### src/tx_cfg_pkg.sv
package tx_cfg_pkg;

    // ------------------------------------------------------------
    // register map
    // ------------------------------------------------------------
    localparam logic [7:0] TXC_OFF = 8'h70;
    localparam logic [7:0] HWS_OFF = 8'h74;
    localparam logic [7:0] IRQ_STAT_OFF = 8'h78;
    localparam logic [7:0] IRQ_CLR_OFF = 8'h7C;
    localparam logic [7:0] IRQ_EN_OFF = 8'h80;
    localparam logic [7:0] ALLOC_OFF = 8'h84;

    localparam int TXC_STS_FLUSH_BIT = 15;
    localparam int TXC_DAT_FLUSH_BIT = 14;
    localparam int TXC_OVR_ALLOW_BIT = 2;
    localparam int TXC_ON_BIT = 1;
    localparam int TXC_HALT_BIT = 0;
    localparam int HWS_SPEED_BIT = 21;
    localparam int HWS_WHOLE_BIT = 20;
    localparam int HWS_ALLOC_LSB = 16;
    localparam int HWS_THR_LSB = 12;
    localparam int ALLOC_W = 4;
    localparam int THR_W = 2;

    localparam logic [3:0] ALLOC_RST = 4'h5;
    localparam logic [3:0] ALLOC_MIN = 4'h2;
    localparam logic [3:0] ALLOC_MAX = 4'hE;
    localparam logic [14:0] STATUS_FIFO_BYTES = 15'h0200;
    localparam logic [14:0] TOTAL_FIFO_BYTES = 15'h4000;

    // start thresholds in DWORDs, index is the threshold code
    localparam logic [3:0][7:0] THR_10M = {8'h28, 8'h20, 8'h18, 8'h12};
    localparam logic [7:0] THR_100M_CODE0 = 8'h20;

    // ------------------------------------------------------------
    // interrupts and bus answers
    // ------------------------------------------------------------
    localparam int IRQ_W = 3;
    localparam int IRQ_STS_FULL = 0;
    localparam int IRQ_UNDERRUN = 1;
    localparam int IRQ_HALTED = 2;
    localparam logic [1:0] AXI_OKAY = 2'b00;
    localparam logic [1:0] AXI_SLVERR = 2'b10;

    localparam int DLEVEL_W = 12;
    localparam int SIZE_W = 15;

    typedef enum logic [1:0] {
        ST_OFF = 2'b00,
        ST_WAIT = 2'b01,
        ST_SEND = 2'b10
    } tx_state_t;

    typedef struct packed {
        logic [7:0] awaddr;
        logic awvalid;
        logic [31:0] wdata;
        logic [3:0] wstrb;
        logic wvalid;
        logic bready;
        logic [7:0] araddr;
        logic arvalid;
        logic rready;
    } axi_in_t;

    typedef struct packed {
        logic awready;
        logic wready;
        logic [1:0] bresp;
        logic bvalid;
        logic arready;
        logic [31:0] rdata;
        logic [1:0] rresp;
        logic rvalid;
    } axi_out_t;

    typedef struct packed {
        logic [DLEVEL_W-1:0] data_level;
        logic frame_ready;
        logic status_full;
        logic frame_done;
        logic word_req;
    } mac_in_t;

    typedef struct packed {
        logic tx_go;
        logic status_flush;
        logic data_flush;
        logic tx_enabled;
        logic [SIZE_W-1:0] data_fifo_bytes;
        logic [SIZE_W-1:0] rx_fifo_bytes;
    } mac_out_t;

endpackage : tx_cfg_pkg

### src/fifo_split.sv
`timescale 1ns/100ps
`default_nettype none
module fifo_split (
    input wire logic [tx_cfg_pkg::ALLOC_W-1:0] code, // size in KB
    output logic [tx_cfg_pkg::SIZE_W-1:0] data_bytes, // tx data FIFO
    output logic [tx_cfg_pkg::SIZE_W-1:0] rx_bytes // rx FIFOs together
);
    import tx_cfg_pkg::*;

    logic [ALLOC_W-1:0] kb;
    logic [SIZE_W-1:0] tx_bytes;

    always_comb begin
        // out-of-range codes are pinned so the tx data share never wraps
        if (code < ALLOC_MIN) begin
            kb = ALLOC_MIN;
        end else if (code > ALLOC_MAX) begin
            kb = ALLOC_MAX;
        end else begin
            kb = code;
        end
        tx_bytes = {1'b0, kb, 10'h000};
        data_bytes = tx_bytes - STATUS_FIFO_BYTES;
        rx_bytes = TOTAL_FIFO_BYTES - tx_bytes;
    end

endmodule : fifo_split
`default_nettype wire

### src/start_threshold_sel.sv
`timescale 1ns/100ps
`default_nettype none
module start_threshold_sel #(
    parameter logic [2:0][7:0] THR_100M_UPPER = {8'h40, 8'h38, 8'h30}
) (
    input wire logic speed_sel, // 1: slow-link table
    input wire logic whole, // whole-frame buffering
    input wire logic [tx_cfg_pkg::THR_W-1:0] code, // threshold code
    input wire logic [tx_cfg_pkg::DLEVEL_W-1:0] level, // DWORDs queued
    input wire logic frame_ready, // complete frame queued
    output logic [7:0] thr_dw, // active threshold
    output logic start_ok // frame may start
);
    import tx_cfg_pkg::*;

    always_comb begin
        if (speed_sel) begin
            thr_dw = THR_10M[code];
        end else if (code == 2'b00) begin
            thr_dw = THR_100M_CODE0;
        end else begin
            thr_dw = THR_100M_UPPER[code - 2'b01];
        end
        // whole mode start_ok ignores speed and code; thr_dw still follows them
        if (whole) begin
            start_ok = frame_ready;
        end else begin
            start_ok = frame_ready || (level >= {4'h0, thr_dw});
        end
    end

endmodule : start_threshold_sel
`default_nettype wire

### src/tx_control_fifo_alloc.sv
// The implementer's own choice: the AXI4-Lite slave port.
`timescale 1ns/100ps
`default_nettype none
module tx_control_fifo_alloc (
    input wire logic aclk, // system clock
    input wire logic aresetn, // sync reset, low
    input wire tx_cfg_pkg::axi_in_t axi_i, // lite master to slave
    output tx_cfg_pkg::axi_out_t axi_o, // lite slave to master
    input wire tx_cfg_pkg::mac_in_t mac_i, // transmit path state
    output tx_cfg_pkg::mac_out_t mac_o, // transmit path control
    output logic irq // level interrupt
);
    import tx_cfg_pkg::*;

    typedef struct packed {
        logic awready;
        logic wready;
        logic aw_held;
        logic w_held;
        logic [7:0] awaddr;
        logic [31:0] wdata;
        logic [3:0] wstrb;
        logic bvalid;
        logic [1:0] bresp;
        logic arready;
        logic rvalid;
        logic [31:0] rdata;
        logic [1:0] rresp;
        logic ovr_allow;
        logic tx_on;
        logic halt;
        logic speed_sel;
        logic whole;
        logic [THR_W-1:0] thr;
        logic [ALLOC_W-1:0] alloc;
        logic [IRQ_W-1:0] irq_stat;
        logic [IRQ_W-1:0] irq_en;
        logic irq;
        logic sts_flush;
        logic dat_flush;
        logic tx_go;
        logic sts_full_q;
        tx_state_t st;
        logic [SIZE_W-1:0] data_bytes;
        logic [SIZE_W-1:0] rx_bytes;
    } state_t;

    state_t s_r;
    state_t s_nxt;
    logic [31:0] wmask;
    logic [31:0] wd;
    logic do_wr;
    logic wr_txc;
    logic suspend;
    logic start_ok;
    logic underrun_ev;
    logic [7:0] thr_dw;
    logic [SIZE_W-1:0] split_data;
    logic [SIZE_W-1:0] split_rx;
    logic [IRQ_W-1:0] ev;

    // ------------------------------------------------------------
    // helpers
    // ------------------------------------------------------------
    start_threshold_sel u_thr (
        .speed_sel(s_r.speed_sel),
        .whole(s_r.whole),
        .code(s_r.thr),
        .level(mac_i.data_level),
        .frame_ready(mac_i.frame_ready),
        .thr_dw(thr_dw),
        .start_ok(start_ok)
    );

    fifo_split u_split (
        .code(s_r.alloc),
        .data_bytes(split_data),
        .rx_bytes(split_rx)
    );

    genvar g;
    generate
        for (g = 0; g < 4; g++) begin : g_mask
            assign wmask[8*g +: 8] = {8{s_r.wstrb[g]}};
        end
    endgenerate

    assign wd = s_r.wdata & wmask;
    assign do_wr = s_r.aw_held && s_r.w_held && !s_r.bvalid;
    assign wr_txc = do_wr && (s_r.awaddr[7:2] == TXC_OFF[7:2]);
    assign suspend = mac_i.status_full && !s_r.ovr_allow;
    // data ran dry while the wire still wants words
    assign underrun_ev = (s_r.st == ST_SEND) && !s_r.whole
        && mac_i.word_req && (mac_i.data_level == '0);

    function automatic logic [31:0] rd_word(input logic [7:0] a,
                                            input state_t s);
        logic [31:0] r;
        r = 32'h0000_0000;
        case ({a[7:2], 2'b00})
            TXC_OFF: begin
                // flush bits are only held as one-cycle strobes, so they read as zero
                r[TXC_OVR_ALLOW_BIT] = s.ovr_allow;
                r[TXC_ON_BIT] = s.tx_on;
                r[TXC_HALT_BIT] = s.halt;
            end
            HWS_OFF: begin
                r[HWS_SPEED_BIT] = s.speed_sel;
                r[HWS_WHOLE_BIT] = s.whole;
                r[HWS_ALLOC_LSB +: ALLOC_W] = s.alloc;
                r[HWS_THR_LSB +: THR_W] = s.thr;
            end
            IRQ_STAT_OFF: r[IRQ_W-1:0] = s.irq_stat;
            IRQ_EN_OFF: r[IRQ_W-1:0] = s.irq_en;
            ALLOC_OFF: r = {1'b0, s.rx_bytes, 1'b0, s.data_bytes};
            default: r = 32'h0000_0000;
        endcase
        return r;
    endfunction : rd_word

    function automatic logic mapped(input logic [7:0] a);
        logic m;
        case ({a[7:2], 2'b00})
            TXC_OFF, HWS_OFF, IRQ_STAT_OFF: m = 1'b1;
            IRQ_CLR_OFF, IRQ_EN_OFF, ALLOC_OFF: m = 1'b1;
            default: m = 1'b0;
        endcase
        return m;
    endfunction : mapped

    // ------------------------------------------------------------
    // next state
    // ------------------------------------------------------------
    always_comb begin
        s_nxt = s_r;
        s_nxt.sts_flush = 1'b0;
        s_nxt.dat_flush = 1'b0;
        ev = '0;

        if (axi_i.awvalid && s_r.awready) begin
            s_nxt.aw_held = 1'b1;
            s_nxt.awaddr = axi_i.awaddr;
        end
        if (axi_i.wvalid && s_r.wready) begin
            s_nxt.w_held = 1'b1;
            s_nxt.wdata = axi_i.wdata;
            s_nxt.wstrb = axi_i.wstrb;
        end
        if (s_r.bvalid && axi_i.bready) begin
            s_nxt.bvalid = 1'b0;
        end

        if (do_wr) begin
            s_nxt.aw_held = 1'b0;
            s_nxt.w_held = 1'b0;
            s_nxt.bvalid = 1'b1;
            s_nxt.bresp = mapped(s_r.awaddr) ? AXI_OKAY : AXI_SLVERR;
            case ({s_r.awaddr[7:2], 2'b00})
                TXC_OFF: begin
                    s_nxt.sts_flush = wd[TXC_STS_FLUSH_BIT];
                    s_nxt.dat_flush = wd[TXC_DAT_FLUSH_BIT];
                    if (wmask[TXC_OVR_ALLOW_BIT]) begin
                        s_nxt.ovr_allow = wd[TXC_OVR_ALLOW_BIT];
                    end
                    if (wmask[TXC_ON_BIT]) begin
                        s_nxt.tx_on = wd[TXC_ON_BIT];
                    end
                    // a pending halt locks the bit against the host
                    if (!s_r.halt && wd[TXC_HALT_BIT]) begin
                        s_nxt.halt = 1'b1;
                    end
                end
                HWS_OFF: begin
                    if (wmask[HWS_WHOLE_BIT]) begin
                        s_nxt.speed_sel = wd[HWS_SPEED_BIT];
                        s_nxt.whole = wd[HWS_WHOLE_BIT];
                        s_nxt.alloc = wd[HWS_ALLOC_LSB +: ALLOC_W];
                    end
                    if (wmask[HWS_THR_LSB]) begin
                        s_nxt.thr = wd[HWS_THR_LSB +: THR_W];
                    end
                end
                IRQ_CLR_OFF: s_nxt.irq_stat = s_r.irq_stat & ~wd[IRQ_W-1:0];
                IRQ_EN_OFF: begin
                    if (wmask[0]) begin
                        s_nxt.irq_en = wd[IRQ_W-1:0];
                    end
                end
                default: s_nxt.bresp = s_nxt.bresp;
            endcase
        end
        s_nxt.awready = !s_nxt.aw_held;
        s_nxt.wready = !s_nxt.w_held;

        if (s_r.rvalid && axi_i.rready) begin
            s_nxt.rvalid = 1'b0;
            s_nxt.arready = 1'b1;
        end
        if (axi_i.arvalid && s_r.arready) begin
            s_nxt.rvalid = 1'b1;
            s_nxt.arready = 1'b0;
            s_nxt.rdata = rd_word(axi_i.araddr, s_r);
            s_nxt.rresp = mapped(axi_i.araddr) ? AXI_OKAY : AXI_SLVERR;
        end

        case (s_r.st)
            ST_OFF: begin
                if (s_r.tx_on && !s_r.halt) begin
                    s_nxt.st = ST_WAIT;
                end
            end
            ST_WAIT: begin
                if (!s_r.tx_on || s_r.halt) begin
                    s_nxt.st = ST_OFF;
                end else if (start_ok && !suspend) begin
                    s_nxt.st = ST_SEND;
                end
            end
            ST_SEND: begin
                // the frame in flight always runs to its end
                if (mac_i.frame_done) begin
                    s_nxt.st = ST_WAIT;
                end
            end
            default: s_nxt.st = ST_OFF;
        endcase

        // halt completes only between frames
        if (s_r.halt && (s_r.st != ST_SEND)) begin
            s_nxt.halt = 1'b0;
            s_nxt.tx_on = 1'b0;
            s_nxt.st = ST_OFF;
            ev[IRQ_HALTED] = 1'b1;
        end

        s_nxt.tx_go = (s_nxt.st == ST_SEND) && !suspend;
        s_nxt.sts_full_q = mac_i.status_full;
        ev[IRQ_STS_FULL] = mac_i.status_full && !s_r.sts_full_q;
        ev[IRQ_UNDERRUN] = underrun_ev;
        // a new event beats a clear in the same cycle
        s_nxt.irq_stat = s_nxt.irq_stat | ev;
        s_nxt.irq = |(s_nxt.irq_stat & s_nxt.irq_en);
        s_nxt.data_bytes = split_data;
        s_nxt.rx_bytes = split_rx;
    end

    // ------------------------------------------------------------
    // state register
    // ------------------------------------------------------------
    always_ff @(posedge aclk) begin
        if (!aresetn) begin
            s_r <= '0;
            s_r.awready <= 1'b1;
            s_r.wready <= 1'b1;
            s_r.arready <= 1'b1;
            s_r.alloc <= ALLOC_RST;
            s_r.st <= ST_OFF;
        end else begin
            s_r <= s_nxt;
        end
    end

    assign axi_o.awready = s_r.awready;
    assign axi_o.wready = s_r.wready;
    assign axi_o.bresp = s_r.bresp;
    assign axi_o.bvalid = s_r.bvalid;
    assign axi_o.arready = s_r.arready;
    assign axi_o.rdata = s_r.rdata;
    assign axi_o.rresp = s_r.rresp;
    assign axi_o.rvalid = s_r.rvalid;
    assign mac_o.tx_go = s_r.tx_go;
    assign mac_o.status_flush = s_r.sts_flush;
    assign mac_o.data_flush = s_r.dat_flush;
    assign mac_o.tx_enabled = s_r.tx_on;
    assign mac_o.data_fifo_bytes = s_r.data_bytes;
    assign mac_o.rx_fifo_bytes = s_r.rx_bytes;
    assign irq = s_r.irq;
endmodule : tx_control_fifo_alloc
`default_nettype wire

### config.mk
export PLATFORM = sky130hd
export DESIGN_NAME = tx_control_fifo_alloc
export DESIGN_NICKNAME = d
export VERILOG_FILES = /design/src/tx_cfg_pkg.sv /design/src/fifo_split.sv /design/src/start_threshold_sel.sv /design/src/tx_control_fifo_alloc.sv
export SDC_FILE = /design/constraint.sdc
export NUM_CORES = 1
export LEC_CHECK = 0
export ABC_CLOCK_PERIOD_IN_PS = 3100
export BUFFER_PORTS_ARGS = -buffer_cell sky130_fd_sc_hd__buf_2
export CORE_MARGIN = 2
export CORE_UTILIZATION = 40
export DETAILED_ROUTE_END_ITERATION = 8
export PLACE_DENSITY = 0.7
export SLEW_MARGIN = 0
export SYNTH_ARGS = -nofsm -noshare
export SYNTH_HDL_FRONTEND = slang
export SYNTH_SLANG_ARGS = --single-unit
### constraint.sdc
create_clock -name aclk -period 3.1 [get_ports aclk]
set_input_delay 0.465 -clock aclk [delete_from_list [all_inputs] [get_ports aclk]]
set_output_delay 0.465 -clock aclk [all_outputs]
set_load 0.005 [all_outputs]
### After elaboration in Yosys (flattened, before gate mapping)

Index checks and enable logic that the tools add are counted.

* output and inout port bits: 76
* register bits: 130
* input bits: 75
* word-level logic and storage cells: 141

* magnitude comparators: 5
* reductions and logical operators: 42
* equality and inequality tests: 16
* add/subtract/negate cells: 3
* bitwise logic cells: 6
* mux-type cells: 39

Operators by type and width (count)
* == test 6 x 5 -> 1 bit (second input constant): 8
* 2-to-1 mux 36 bit: 1
* binary-select mux 8 bit (select 2 bit): 2
* 2-to-1 mux 8 bit: 4
* == test 6 bit (second input constant): 4
* bitwise AND 22 bit: 1
* 2-to-1 mux 2 bit: 9
* 2-to-1 mux 9 bit: 2
* logical AND 1 bit: 17
* AND reduction 3 bit: 5
* subtractor 14 x 10 -> 15 bit (second input constant): 1
* subtractor 15 x 14 -> 15 bit (first input constant): 1
* >= comparator 12 x 8 -> 1 bit: 1
* zero test 12 bit: 1
* 2-to-1 mux 3 bit: 4
* case mux 3 bit (4 select lines): 1
* case mux 6 bit (2 select lines): 1
* OR reduction 6 bit: 2
* 2-to-1 mux 1 bit: 10
* zero test 1 bit: 9
* 2-to-1 mux 4 bit: 2
* bitwise AND 3 bit: 2
* < comparator 2 x 3 -> 1 bit (second input constant): 2
* 2-to-1 mux 6 bit: 1
* 16 further kinds: 20

### Depth between registers and ports, before layout

Gate-level depths: netlist of run 1.

* depth in word-level cells: 15
* gate-level depth with buffers: 9
* depth with buffers taken out: 9

### Cells and area by module

From an unflattened synthesis of run 1, not the netlist that was laid out.

* cells, all modules: 593
* area total of the unflattened synthesis: 5157.4 µm²

By module, submodules not included
* tx_control_fifo_alloc: seq. area each 2302.2 µm², area each 4639.4 µm², cells an instance 521, times used 1
* start_threshold_sel: seq. area each 0.0 µm², area each 277.8 µm², cells an instance 36, times used 1
* fifo_split: seq. area each 0.0 µm², area each 240.2 µm², cells an instance 36, times used 1

### Worst setup path after synthesis of run 1

OpenSTA, ideal clock, no wires.

* path kind: register to register
* start: register s_r[50] (netlist bit)
* end: register s_r, in the netlist mac_o[33]
* path buffers: 1
* required time: 2.985 ns
* cell stages (with the launch flop): 8
* arrival time: 2.027 ns
* path slack: 0.958 ns
* period minus slack after synthesis: 2.142 ns
* setup time: 0.115 ns
* cell sequence: dfxtp_1 > clkbuf_1 > mux2_2 > ha_1 > a21o_1 > a2111oi_0 > o21ai_1 > and2_1

* longest elaborated chain between the ends: 11

Ends and longest elaborated chain
* start: declaration: RTL line tx_control_fifo_alloc.sv:48 `state_t s_r;`
* start signal: assignment: RTL line tx_control_fifo_alloc.sv:259 `s_r <= s_nxt;`
* 2-to-1 mux 8 bit: RTL line start_threshold_sel.sv:17 `if (speed_sel) begin`
* >= comparator 12 x 8 -> 1 bit: RTL line start_threshold_sel.sv:28 `start_ok = frame_ready || (level >= {4'h0, thr_dw});`
* logical OR 1 bit: RTL line start_threshold_sel.sv:28
* 2-to-1 mux 1 bit: RTL line start_threshold_sel.sv:25 `if (whole) begin`
* logical AND 1 bit: RTL line tx_control_fifo_alloc.sv:215 `end else if (start_ok && !suspend) begin`
* 2-to-1 mux 2 bit: RTL line tx_control_fifo_alloc.sv:215
* 2-to-1 mux 2 bit: RTL line tx_control_fifo_alloc.sv:213 `if (!s_r.tx_on || s_r.halt) begin`
* case mux 2 bit (3 select lines): RTL line tx_control_fifo_alloc.sv:206 `case (s_r.st)`
* 2-to-1 mux 2 bit: RTL line tx_control_fifo_alloc.sv:229 `if (s_r.halt && (s_r.st != ST_SEND)) begin`
* == test 2 bit: RTL line tx_control_fifo_alloc.sv:236 `s_nxt.tx_go = (s_nxt.st == ST_SEND) && !suspend;`
* logical AND 1 bit: RTL line tx_control_fifo_alloc.sv:236

Every way passes these cells.
A chain may end at the register's enable or synchronous reset.

### Worst setup path in the final report of run 1

* start: register s_r[47] (netlist bit)
* end: register s_r, in the netlist mac_o[33]

* longest elaborated chain between the ends: 15
* elaborated cells between the ends (all ways): 18
* those cells by class: 1 x add/sub; 1 x order compare; 1 x eq/ne; 11 x mux; 4 x reduce/logical

Ends and longest elaborated chain
* subtractor 2 x 1 -> 2 bit: RTL line start_threshold_sel.sv:22 `thr_dw = THR_100M_UPPER[code - 2'b01];`
* binary-select mux 8 bit (select 2 bit): RTL line start_threshold_sel.sv:22
* 2-to-1 mux 8 bit (not written as such): RTL line start_threshold_sel.sv:22
* 2-to-1 mux 8 bit: RTL line start_threshold_sel.sv:19 `end else if (code == 2'b00) begin`
* 2-to-1 mux 8 bit (*): RTL line start_threshold_sel.sv:17
* >= comparator 12 x 8 -> 1 bit (*): RTL line start_threshold_sel.sv:28
* logical OR 1 bit (*): RTL line start_threshold_sel.sv:28
* 2-to-1 mux 1 bit (*): RTL line start_threshold_sel.sv:25
* logical AND 1 bit (*): RTL line tx_control_fifo_alloc.sv:215
* 2-to-1 mux 2 bit (*): RTL line tx_control_fifo_alloc.sv:215
* 2-to-1 mux 2 bit (*): RTL line tx_control_fifo_alloc.sv:213
* case mux 2 bit (3 select lines) (*): RTL line tx_control_fifo_alloc.sv:206
* 2-to-1 mux 2 bit (*): RTL line tx_control_fifo_alloc.sv:229
* == test 2 bit (*): RTL line tx_control_fifo_alloc.sv:236
* logical AND 1 bit (*): RTL line tx_control_fifo_alloc.sv:236

Every way passes the cells marked *; elsewhere a longest branch is shown, timed or not. The select of a mux whose other input is x is not followed.

==> flow_summary.ini, run 1 <==
[timing]
whs_ns = 0.351
setup_tns_ns = 0
slew_violations = 0
finalCritPeriodShare_pct = 79.5
worst_slew_pin_slew_ns = 0.756
final.min_clock_period_ns = 2.46
max_freq_ghz = 0.406
finalSetupViolations = 0
clock_skew_ns = 0.00967
finalHoldViolCount = 0
maxSlewHeadroom_pct = 49.5
rsz0062_at_grt = no

[detailed_routing]
first_pass_iters = 4
drtIter0Drc = 107
wire_per_inst_microns = 13.0
drc = 0
wirelength_mm = 8.43
vias_per_cell = 4.78
routed-via-count = 3102
antenna_left = 0

[synthesis]
synthCells = 464
synth_top_flop_cell = dfxtp_1
syn_area_sq_um = 4020
synth_edf_count = 0
synth-seq-area-share_pct = 42.8
ys_ff_latch = 86
synth.distinct_cells = 52
synth.avg_cell_area_sq_um = 8.67
yosys_warnings = 0
async_flop_share_pct = 0

[setup_path]
path_cells = inv_1 > ha_1 > mux2i_1 > ha_1 > o2111ai_1 > a31oi_1 > a2111oi_0 > o21ai_1 > and2_1
critPathMaxStageDelay_ns = 0.60
crit_cells = 9
cpMostUsedCell = ha_1
cp_slowest_cell = a2111oi_0
crit_type = flop to flop
crit_buf_inv = 1
endpoint = mac_o[33]
reg2reg_slack_ns = 0.64
critPathLaunch = s_r[47]
cp.arrival_ns = 2.71
cp_max_fo = 6
timing.rr.end = mac_o[33]
worstSetupStartpointType = flop
r2r_cells = 9
endpoint_kind = flop
r2r-start = s_r[47]
cp_data_required_time_ns = 3.35
path_delay_family = compound AO/OA/AOI/OAI gates

[power]
seqPwrFrac_pct = 55.9
comb_power_share_pct = 8.9
switching_power_uw = 572
swShare_pct = 27.3
total_power_uw = 2100
power_frac_clock_pct = 35.2
power_density_nw_per_um2 = 482
vdd_ir_drop_max_mv = 0.347
intPower_uw = 1520
cellLeakagePower_uw = 0.00196

[placed_design]
portBuffers = 93
gp_congestion = 0.806
dp_hpwl_mm = 6.22

[global_route]
grt_max_degree = 35
grt_overflow = 0
grt_use_total_pct = 15.6
antenna_found_initial = 0
grt_pass1_wl_mm = 13.9
grt_pass1_vias = 2929

[clock_network]
worstSkewPairLatency_ns = 0.35
cts_resized = 0
htree_num_levels = 3
cts-hold-fix-buffers = 0
cts_tree = done
numCtsBuffers = 9
path_clk_slew_ns = 0.09
clock-sinks = 86
clockBufferDepth = 2
cts-root-buf = clkbuf_8
cts_setup_buffers = 0

[layout]
layout-drive-gt1-share_pct = 24.6
final_util_pct = 44.5
final_cell_mix = buf_2, dfxtp_1, nand2_1
area_growth_pct = 8.12
n_antenna_cell = 0
layout_commonest_cell = buf_2
nNetsFinal = 596

[outcome]
status = completed

[die]
core_sq_um = 9770
fp.dieArea_sq_um = 10900
dieWidth_microns = 104
fp.dieH_microns = 104
start_util_pct = 41.1
num_io_pins = 151
fp-row-count = 36

[job]
cap_viol_max_count = 0

[min_path]
hold_path.class = primary input to flop
==> cells in the mapped netlist, types with 2 or more instances <==
cell type,count,area [sq um]
nand3b_1,3,22.5
dfxtp_1,86,1720
and2_1,8,50.1
nor2b_1,3,18.8
ha_1,10,125
mux2_2,4,45.0
inv_1,8,30.0
and3_1,3,18.8
nor3b_1,2,15.0
nor3_1,8,40.0
nand4_1,3,18.8
clkbuf_1,12,45.0
nand3_1,26,130
nand2_1,67,251
a21oi_1,44,220
a31oi_1,3,18.8
nand2b_1,8,50.1
or3_1,2,12.5
and3b_1,3,26.3
o21ai_0,5,25.0
mux2i_1,14,140
a221oi_1,5,43.8
nor2_1,30,113
buf_4,77,578
buf_1,3,11.3
==> worst min-delay path, delay by kind of cell <==
kind,cells,cell delay [ns]
buffers and inverters,1,0.10
and+or+nand+nor,1,0.05
AOI/OAI and AO/OA,1,0.05
==> logic make-up after synthesis <==
family | after synthesis | synth area share [%]
fa+ha+maj | 10 | 3.11
buf+inv | 100 | 16.5
simple gates | 181 | 23.1
flops | 86 | 42.8
compound gates | 67 | 9.58
xor+xnor | 1 | 0.218
other cells | 1 | 0.0933
mux | 18 | 4.60
==> worst min path at each step <==
| stage | startpoint | slack (ns) | endpoint | cells past startpoint |
|---|---|---|---|---|
| 2_1_floorplan | s_r[111] | 0.43 | mac_o[31] | 1 |
| 4_1_cts | axi_i[33] | 0.33 | s_r[114] | 3 |
| 3_3_place_gp | axi_o[17] | 0.44 | axi_o[17] | 2 |
| 5_1_grt | axi_i[31] | 0.34 | s_r[112] | 3 |
| 6_report | axi_i[33] | 0.35 | s_r[114] | 3 |
| 3_5_place_dp | axi_o[17] | 0.44 | axi_o[17] | 2 |
==> registers in the layout, summed over array words and instances (netlist names) <==
name   count
irq        1
mac_o     15
axi_o     27
s_r       43
==> power by group through the flow <==
stage	Sequential, uW	Combinational (uW)	Clock [uW]
global placement	1200	185	0
finish	1170	187	737
detailed placement	1200	188	0
global route	1180	215	812
CTS	1170	188	765
floorplan	1190	162	0
==> per-stage QoR <==
step	std cells	setup slack [ns]	cell area, sq um
6_report	649	0.636	4350
5_1_grt	649	0.404	4350
4_1_cts	649	0.615	4350
3_5_place_dp	633	0.654	4160
3_3_place_gp	633	0.749	4160
2_1_floorplan	497	0.958	4150
==> layout make-up <==
class,count,area [sq um]
Fill cell,1014,5430
Multi-Input combinational cell,311,1760
Sequential cell,86,1720
Timing Repair Buffer,95,480
Tap cell,133,166
Clock buffer,9,124
Clock inverter,7,66.3
Inverter,8,30.0
==> per-layer routing <==
metal,part of all wire (%),GRT usage [%],vias up
li1,-,-,1557
met2,48,25.5,90
met3,5.2,4.95,4
met5,0,0,-
met1,46,20.2,1451
met4,0.53,3.47,0
(Power assumes the default switching activity.)
==> inputs of run 2 (changes only) <==
--- a/config.mk
+++ b/config.mk
@@ -5,7 +5,7 @@
 export SDC_FILE = /design/constraint.sdc
 export NUM_CORES = 1
 export LEC_CHECK = 0
-export ABC_CLOCK_PERIOD_IN_PS = 3100
+export ABC_CLOCK_PERIOD_IN_PS = 2400
 export BUFFER_PORTS_ARGS = -buffer_cell sky130_fd_sc_hd__buf_2
 export CORE_MARGIN = 2
 export CORE_UTILIZATION = 40
==> constraint.sdc (replaced) <==
create_clock -name aclk -period 2.4 [get_ports aclk]
set_input_delay 0.36 -clock aclk [delete_from_list [all_inputs] [get_ports aclk]]
set_output_delay 0.36 -clock aclk [all_outputs]
set_load 0.005 [all_outputs]
==> run 2 against run 1 <==
  * Register-to-register slack worse by 0.45 ns
  * Largest power group unchanged
  * Worst setup slack got worse by 0.45 ns
  * Via count did not move
  * Fmax up 11%
  * Power grew 33%
  * Largest cell class unchanged
  * Critical endpoint is now s_r[30]
==> flow_summary.ini, run 2 (same netlist as run 1, synthesis figures left out) <==
[outcome]
status = completed

[job]
cap_viol_max_count = 0

[setup_path]
cp_max_fo = 4
crit_type = flop to flop
cp.arrival_ns = 2.51
worstSetupStartpointType = flop
cp_data_required_time_ns = 2.69
endpoint_kind = flop

[die]
core_sq_um = 9770
fp.dieArea_sq_um = 10900
start_util_pct = 41.1
num_io_pins = 151
fp-row-count = 36
dieWidth_microns = 104
fp.dieH_microns = 104

[power]
seqPwrFrac_pct = 54.1
cellLeakagePower_uw = 0.00200
power_frac_clock_pct = 37.1
power_density_nw_per_um2 = 635
vdd_ir_drop_max_mv = 0.373
intPower_uw = 2070
comb_power_share_pct = 8.8
switching_power_uw = 728
swShare_pct = 26.0

[timing]
finalSetupViolations = 0
final.min_clock_period_ns = 2.22
finalCritPeriodShare_pct = 92.5
slew_violations = 0
finalHoldViolCount = 0
rsz0062_at_grt = no
setup_tns_ns = 0
max_freq_ghz = 0.451
maxSlewHeadroom_pct = 50.4
worst_slew_pin_slew_ns = 0.742
clock_skew_ns = 0.0119

[global_route]
grt_max_degree = 35
grt_pass1_wl_mm = 14.2
met1_usage_pct = 20.8
grt_pass1_vias = 2971
antenna_found_initial = 0
use_met2_pct = 25.7
grt_overflow = 0
busiest_layer = met2
use_met3_pct = 4.70
grt_use_total_pct = 16.0

[layout]
multi_input_area_sq_um = 1770
n_antenna_cell = 0
layout-drive-gt1-share_pct = 25.9
n_fill_cell = 984
regMostFlops = s_r
final_cell_mix = buf_2, dfxtp_1, nand2_1
fin_cells = 654
area_growth_pct = 9.55
register_area_sq_um = 1720
nNetsFinal = 601
largest_reg_flops = 43
layout_commonest_cell = buf_2

[detailed_routing]
routed-via-count = 3102
drtIter0Drc = 103
drc = 0
wire_per_inst_microns = 13.1
wirelength_mm = 8.59
first_pass_iters = 4
antenna_left = 0
vias_per_cell = 4.74

[clock_network]
cts-hold-fix-buffers = 0
clock-sinks = 86
cts-root-buf = clkbuf_8
worstSkewPairLatency_ns = 0.36
cts_tree = done
path_clk_slew_ns = 0.09
htree_num_levels = 3
clockBufferDepth = 2
numCtsBuffers = 9

[min_path]
hold_path.class = primary input to flop

[placed_design]
gp_congestion = 0.800
dp_hpwl_mm = 6.42
portBuffers = 93
place_inst = 638
## run 2: final cells by class
class,count,area share (%)
Multi-Input combinational cell,311,40.1
Clock inverter,7,1.76
Sequential cell,86,39.1
Clock buffer,9,2.81
Tap cell,133,3.78
Timing Repair Buffer,100,11.8
Inverter,8,0.682
## run 2: worst max-delay path, stage by stage (launching register included)
cell	delay (ns)
dfxtp_2	0.37
inv_1	0.08
ha_1	0.28
mux2i_1	0.17
ha_1	0.28
o2111ai_1	0.10
a31oi_1	0.08
a2111oi_2	0.35
buf_4	0.17
o21ai_0	0.08
a31oi_1	0.19
## run 2: path summary, 6_finish.rpt
check                               start   endpoint  slack (ns)  cells after the start
worst min-delay path            axi_i[14]    s_r[95]        0.24                      3
worst min register to register  axi_o[29]  axi_o[29]        0.45                      2
worst max-delay path              s_r[48]    s_r[30]        0.18                     10
worst max register to register    s_r[48]    s_r[30]        0.18                     10
## run 2: stage by stage
step	cell area (sq um)	setup WS, ns	utilization (%)	total power, uW	hold slack, ns
finish	4410	0.181	45.1	2800	0.236
global route	4410	0.0561	45.1	2930	0.232
global placement	4200	0.221	42.9	1780	0.435
detailed placement	4200	0.0836	42.9	1790	0.444
floorplan	4150	0.258	-	1750	0.388
CTS	4400	0.0431	45.0	2820	0.218
## run 2: repair_timing
| action | in CTS | in global routing |
|---|---|---|
| setup endpoints to repair | 0 | 2 |
| buffers inserted | 0 | 0 |
| hold endpoints to repair | 0 | 0 |
| gates resized for setup | 0 | 4 |
## run 2: power groups by stage
stage          combinational, uW  sequential (uW)  clock, uW
2_1_floorplan                209             1540          0
3_3_place_gp                 239             1540          0
3_5_place_dp                 246             1550          0
4_1_cts                      246             1510       1070
5_1_grt                      281             1520       1130
6_report                     246             1510       1040
## run 2: layer usage
layer / vias to the layer above / wire (microns) / share of wire, %
met5: - / 0 / 0
met4: 0 / 181 / 2.1
met3: 18 / 461 / 5.4
met2: 96 / 4040 / 47
met1: 1421 / 3900 / 45
li1: 1567 / - / -
==> inputs of run 3 (changes only) <==
--- a/config.mk
+++ b/config.mk
@@ -11,6 +11,7 @@
 export CORE_UTILIZATION = 40
 export DETAILED_ROUTE_END_ITERATION = 8
 export PLACE_DENSITY = 0.7
+export RECOVER_POWER = 25
 export SLEW_MARGIN = 0
 export SYNTH_ARGS = -nofsm -noshare
 export SYNTH_HDL_FRONTEND = slang
==> run 3 against run 2 <==
  * Clock power is essentially flat
  * Combinational power barely moved
  * Sequential cell count stayed put
  * Critical path depth is the same
  * Hold slack gained 0.0038 ns
  * Final area down 0.31%
  * Clock skew hardly changed
  * Utilization is 0.14 points lower
  * Register-to-register slack about the same
  * Sequential power about the same
  * Wire length decreased by 0.27%
  * Sequential share of layout area up 0.12 points
==> flow_summary.ini, run 3 (same netlist as run 1, synthesis figures left out) <==
[timing]
final.min_clock_period_ns = 2.22
finalHoldViolCount = 0
finalSetupViolations = 0
rsz0062_at_grt = no
finalCritPeriodShare_pct = 92.7
setup_tns_ns = 0
worst_slew_pin_slew_ns = 0.997
maxSlewHeadroom_pct = 33.6
max_freq_ghz = 0.450
clock_skew_ns = 0.0116
slew_violations = 0

[layout]
design_area_sq_um = 4390
regMostFlops = s_r
nNetsFinal = 601
n_antenna_cell = 0
final_cell_mix = buf_2, dfxtp_1, nand2_1
largest_reg_flops = 43
layout_commonest_cell = buf_2
layout-drive-gt1-share_pct = 24.4
area_growth_pct = 9.21

[detailed_routing]
drtIter0Drc = 101
routed-via-count = 3092
first_pass_iters = 4
vias_per_cell = 4.73
wirelength_mm = 8.56
antenna_left = 0
drc = 0
wire_per_inst_microns = 13.1

[setup_path]
cp_data_required_time_ns = 2.68
reg2reg_slack_ns = 0.18
crit_type = flop to flop
cp.arrival_ns = 2.51
worstSetupStartpointType = flop
cp_max_fo = 4
r2r_cells = 10
r2r-start = s_r[48]
endpoint_kind = flop
timing.rr.end = s_r[30]

[clock_network]
cts_tree = done
cts-hold-fix-buffers = 0
numCtsBuffers = 9
worstSkewPairLatency_ns = 0.35
cts-root-buf = clkbuf_8
htree_num_levels = 3
clockBufferDepth = 2
cts_resized = 0
cts_setup_buffers = 0
clock-sinks = 86
path_clk_slew_ns = 0.09

[global_route]
grt_max_degree = 35
grt_use_total_pct = 16.0
antenna_found_initial = 0
grt_overflow = 0
grt_pass1_wl_mm = 14.2
grt_pass1_vias = 2971

[die]
num_io_pins = 151
core_sq_um = 9770
dieWidth_microns = 104
start_util_pct = 41.1
fp-row-count = 36
fp.dieH_microns = 104
fp.dieArea_sq_um = 10900

[placed_design]
portBuffers = 93
place_area_sq_um = 4200
gp_congestion = 0.800
dp_hpwl_mm = 6.42

[min_path]
hold_start = axi_i[14]
whs_path_depth = 3
hold_path.class = primary input to flop
hold_end = s_r[95]

[power]
cellLeakagePower_uw = 0.00198
power_density_nw_per_um2 = 635
vdd_ir_drop_max_mv = 0.372

[job]
cap_viol_max_count = 0

[outcome]
status = completed
[run 3: how the worst max path moves through the flow]
stage            start         to  slack, ns  cells after the start
3_5_place_dp   s_r[48]    s_r[30]       0.08                     10
5_1_grt        s_r[48]    s_r[30]       0.05                     10
6_report       s_r[48]    s_r[30]       0.18                     10
2_1_floorplan  s_r[50]  mac_o[33]       0.26                      7
3_3_place_gp   s_r[47]  mac_o[33]       0.22                     10
4_1_cts        s_r[48]    s_r[30]       0.04                     10
[run 3: per-stage QoR]
step	power (uW)	worst slack, ns	util, %	instances	hold WS, ns
global placement	1780	0.221	42.9	638	0.435
finish	2790	0.176	44.9	654	0.240
floorplan	1750	0.258	-	497	0.388
detailed placement	1790	0.0836	42.9	638	0.444
CTS	2820	0.0431	45.0	654	0.218
global route	2930	0.0547	44.9	654	0.232
[run 3: final cells by class]
type	instances	area, sq um
Clock inverter	7	77.6
Multi-Input combinational cell	311	1770
Fill cell	987	5380
Sequential cell	86	1720
Inverter	8	30.0
Tap cell	133	166
Timing Repair Buffer	100	504
Clock buffer	9	124
[run 3: worst max-delay path, stage by stage, from the launching register on]
cell and delay, ns:
dfxtp_2 0.37, inv_1 0.08, ha_1 0.28, mux2i_1 0.17
ha_1 0.28, o2111ai_1 0.10, a31oi_1 0.08, a2111oi_2 0.35
buf_4 0.17, o21ai_0 0.08, a31oi_1 0.19
[run 3: per-layer routing]
| metal | vias up | part of all wire, % | global-route usage, % | routed length [microns] |
|---|---|---|---|---|
| met5 | - | 0 | 0 | 0 |
| met4 | 0 | 1.8 | 5.02 | 150 |
| met3 | 14 | 5.2 | 4.70 | 444 |
| met2 | 100 | 47 | 25.7 | 4060 |
| met1 | 1410 | 46 | 20.8 | 3910 |
| li1 | 1568 | - | - | - |
[run 3: power by group]
part	internal, uW	switching (uW)	leakage, uW	total (uW)
combinational	95.2	147	0.00117	243
sequential	1480	35.5	0.000703	1510
clock	494	542	0.000101	1040
total	2070	725	0.00198	2790
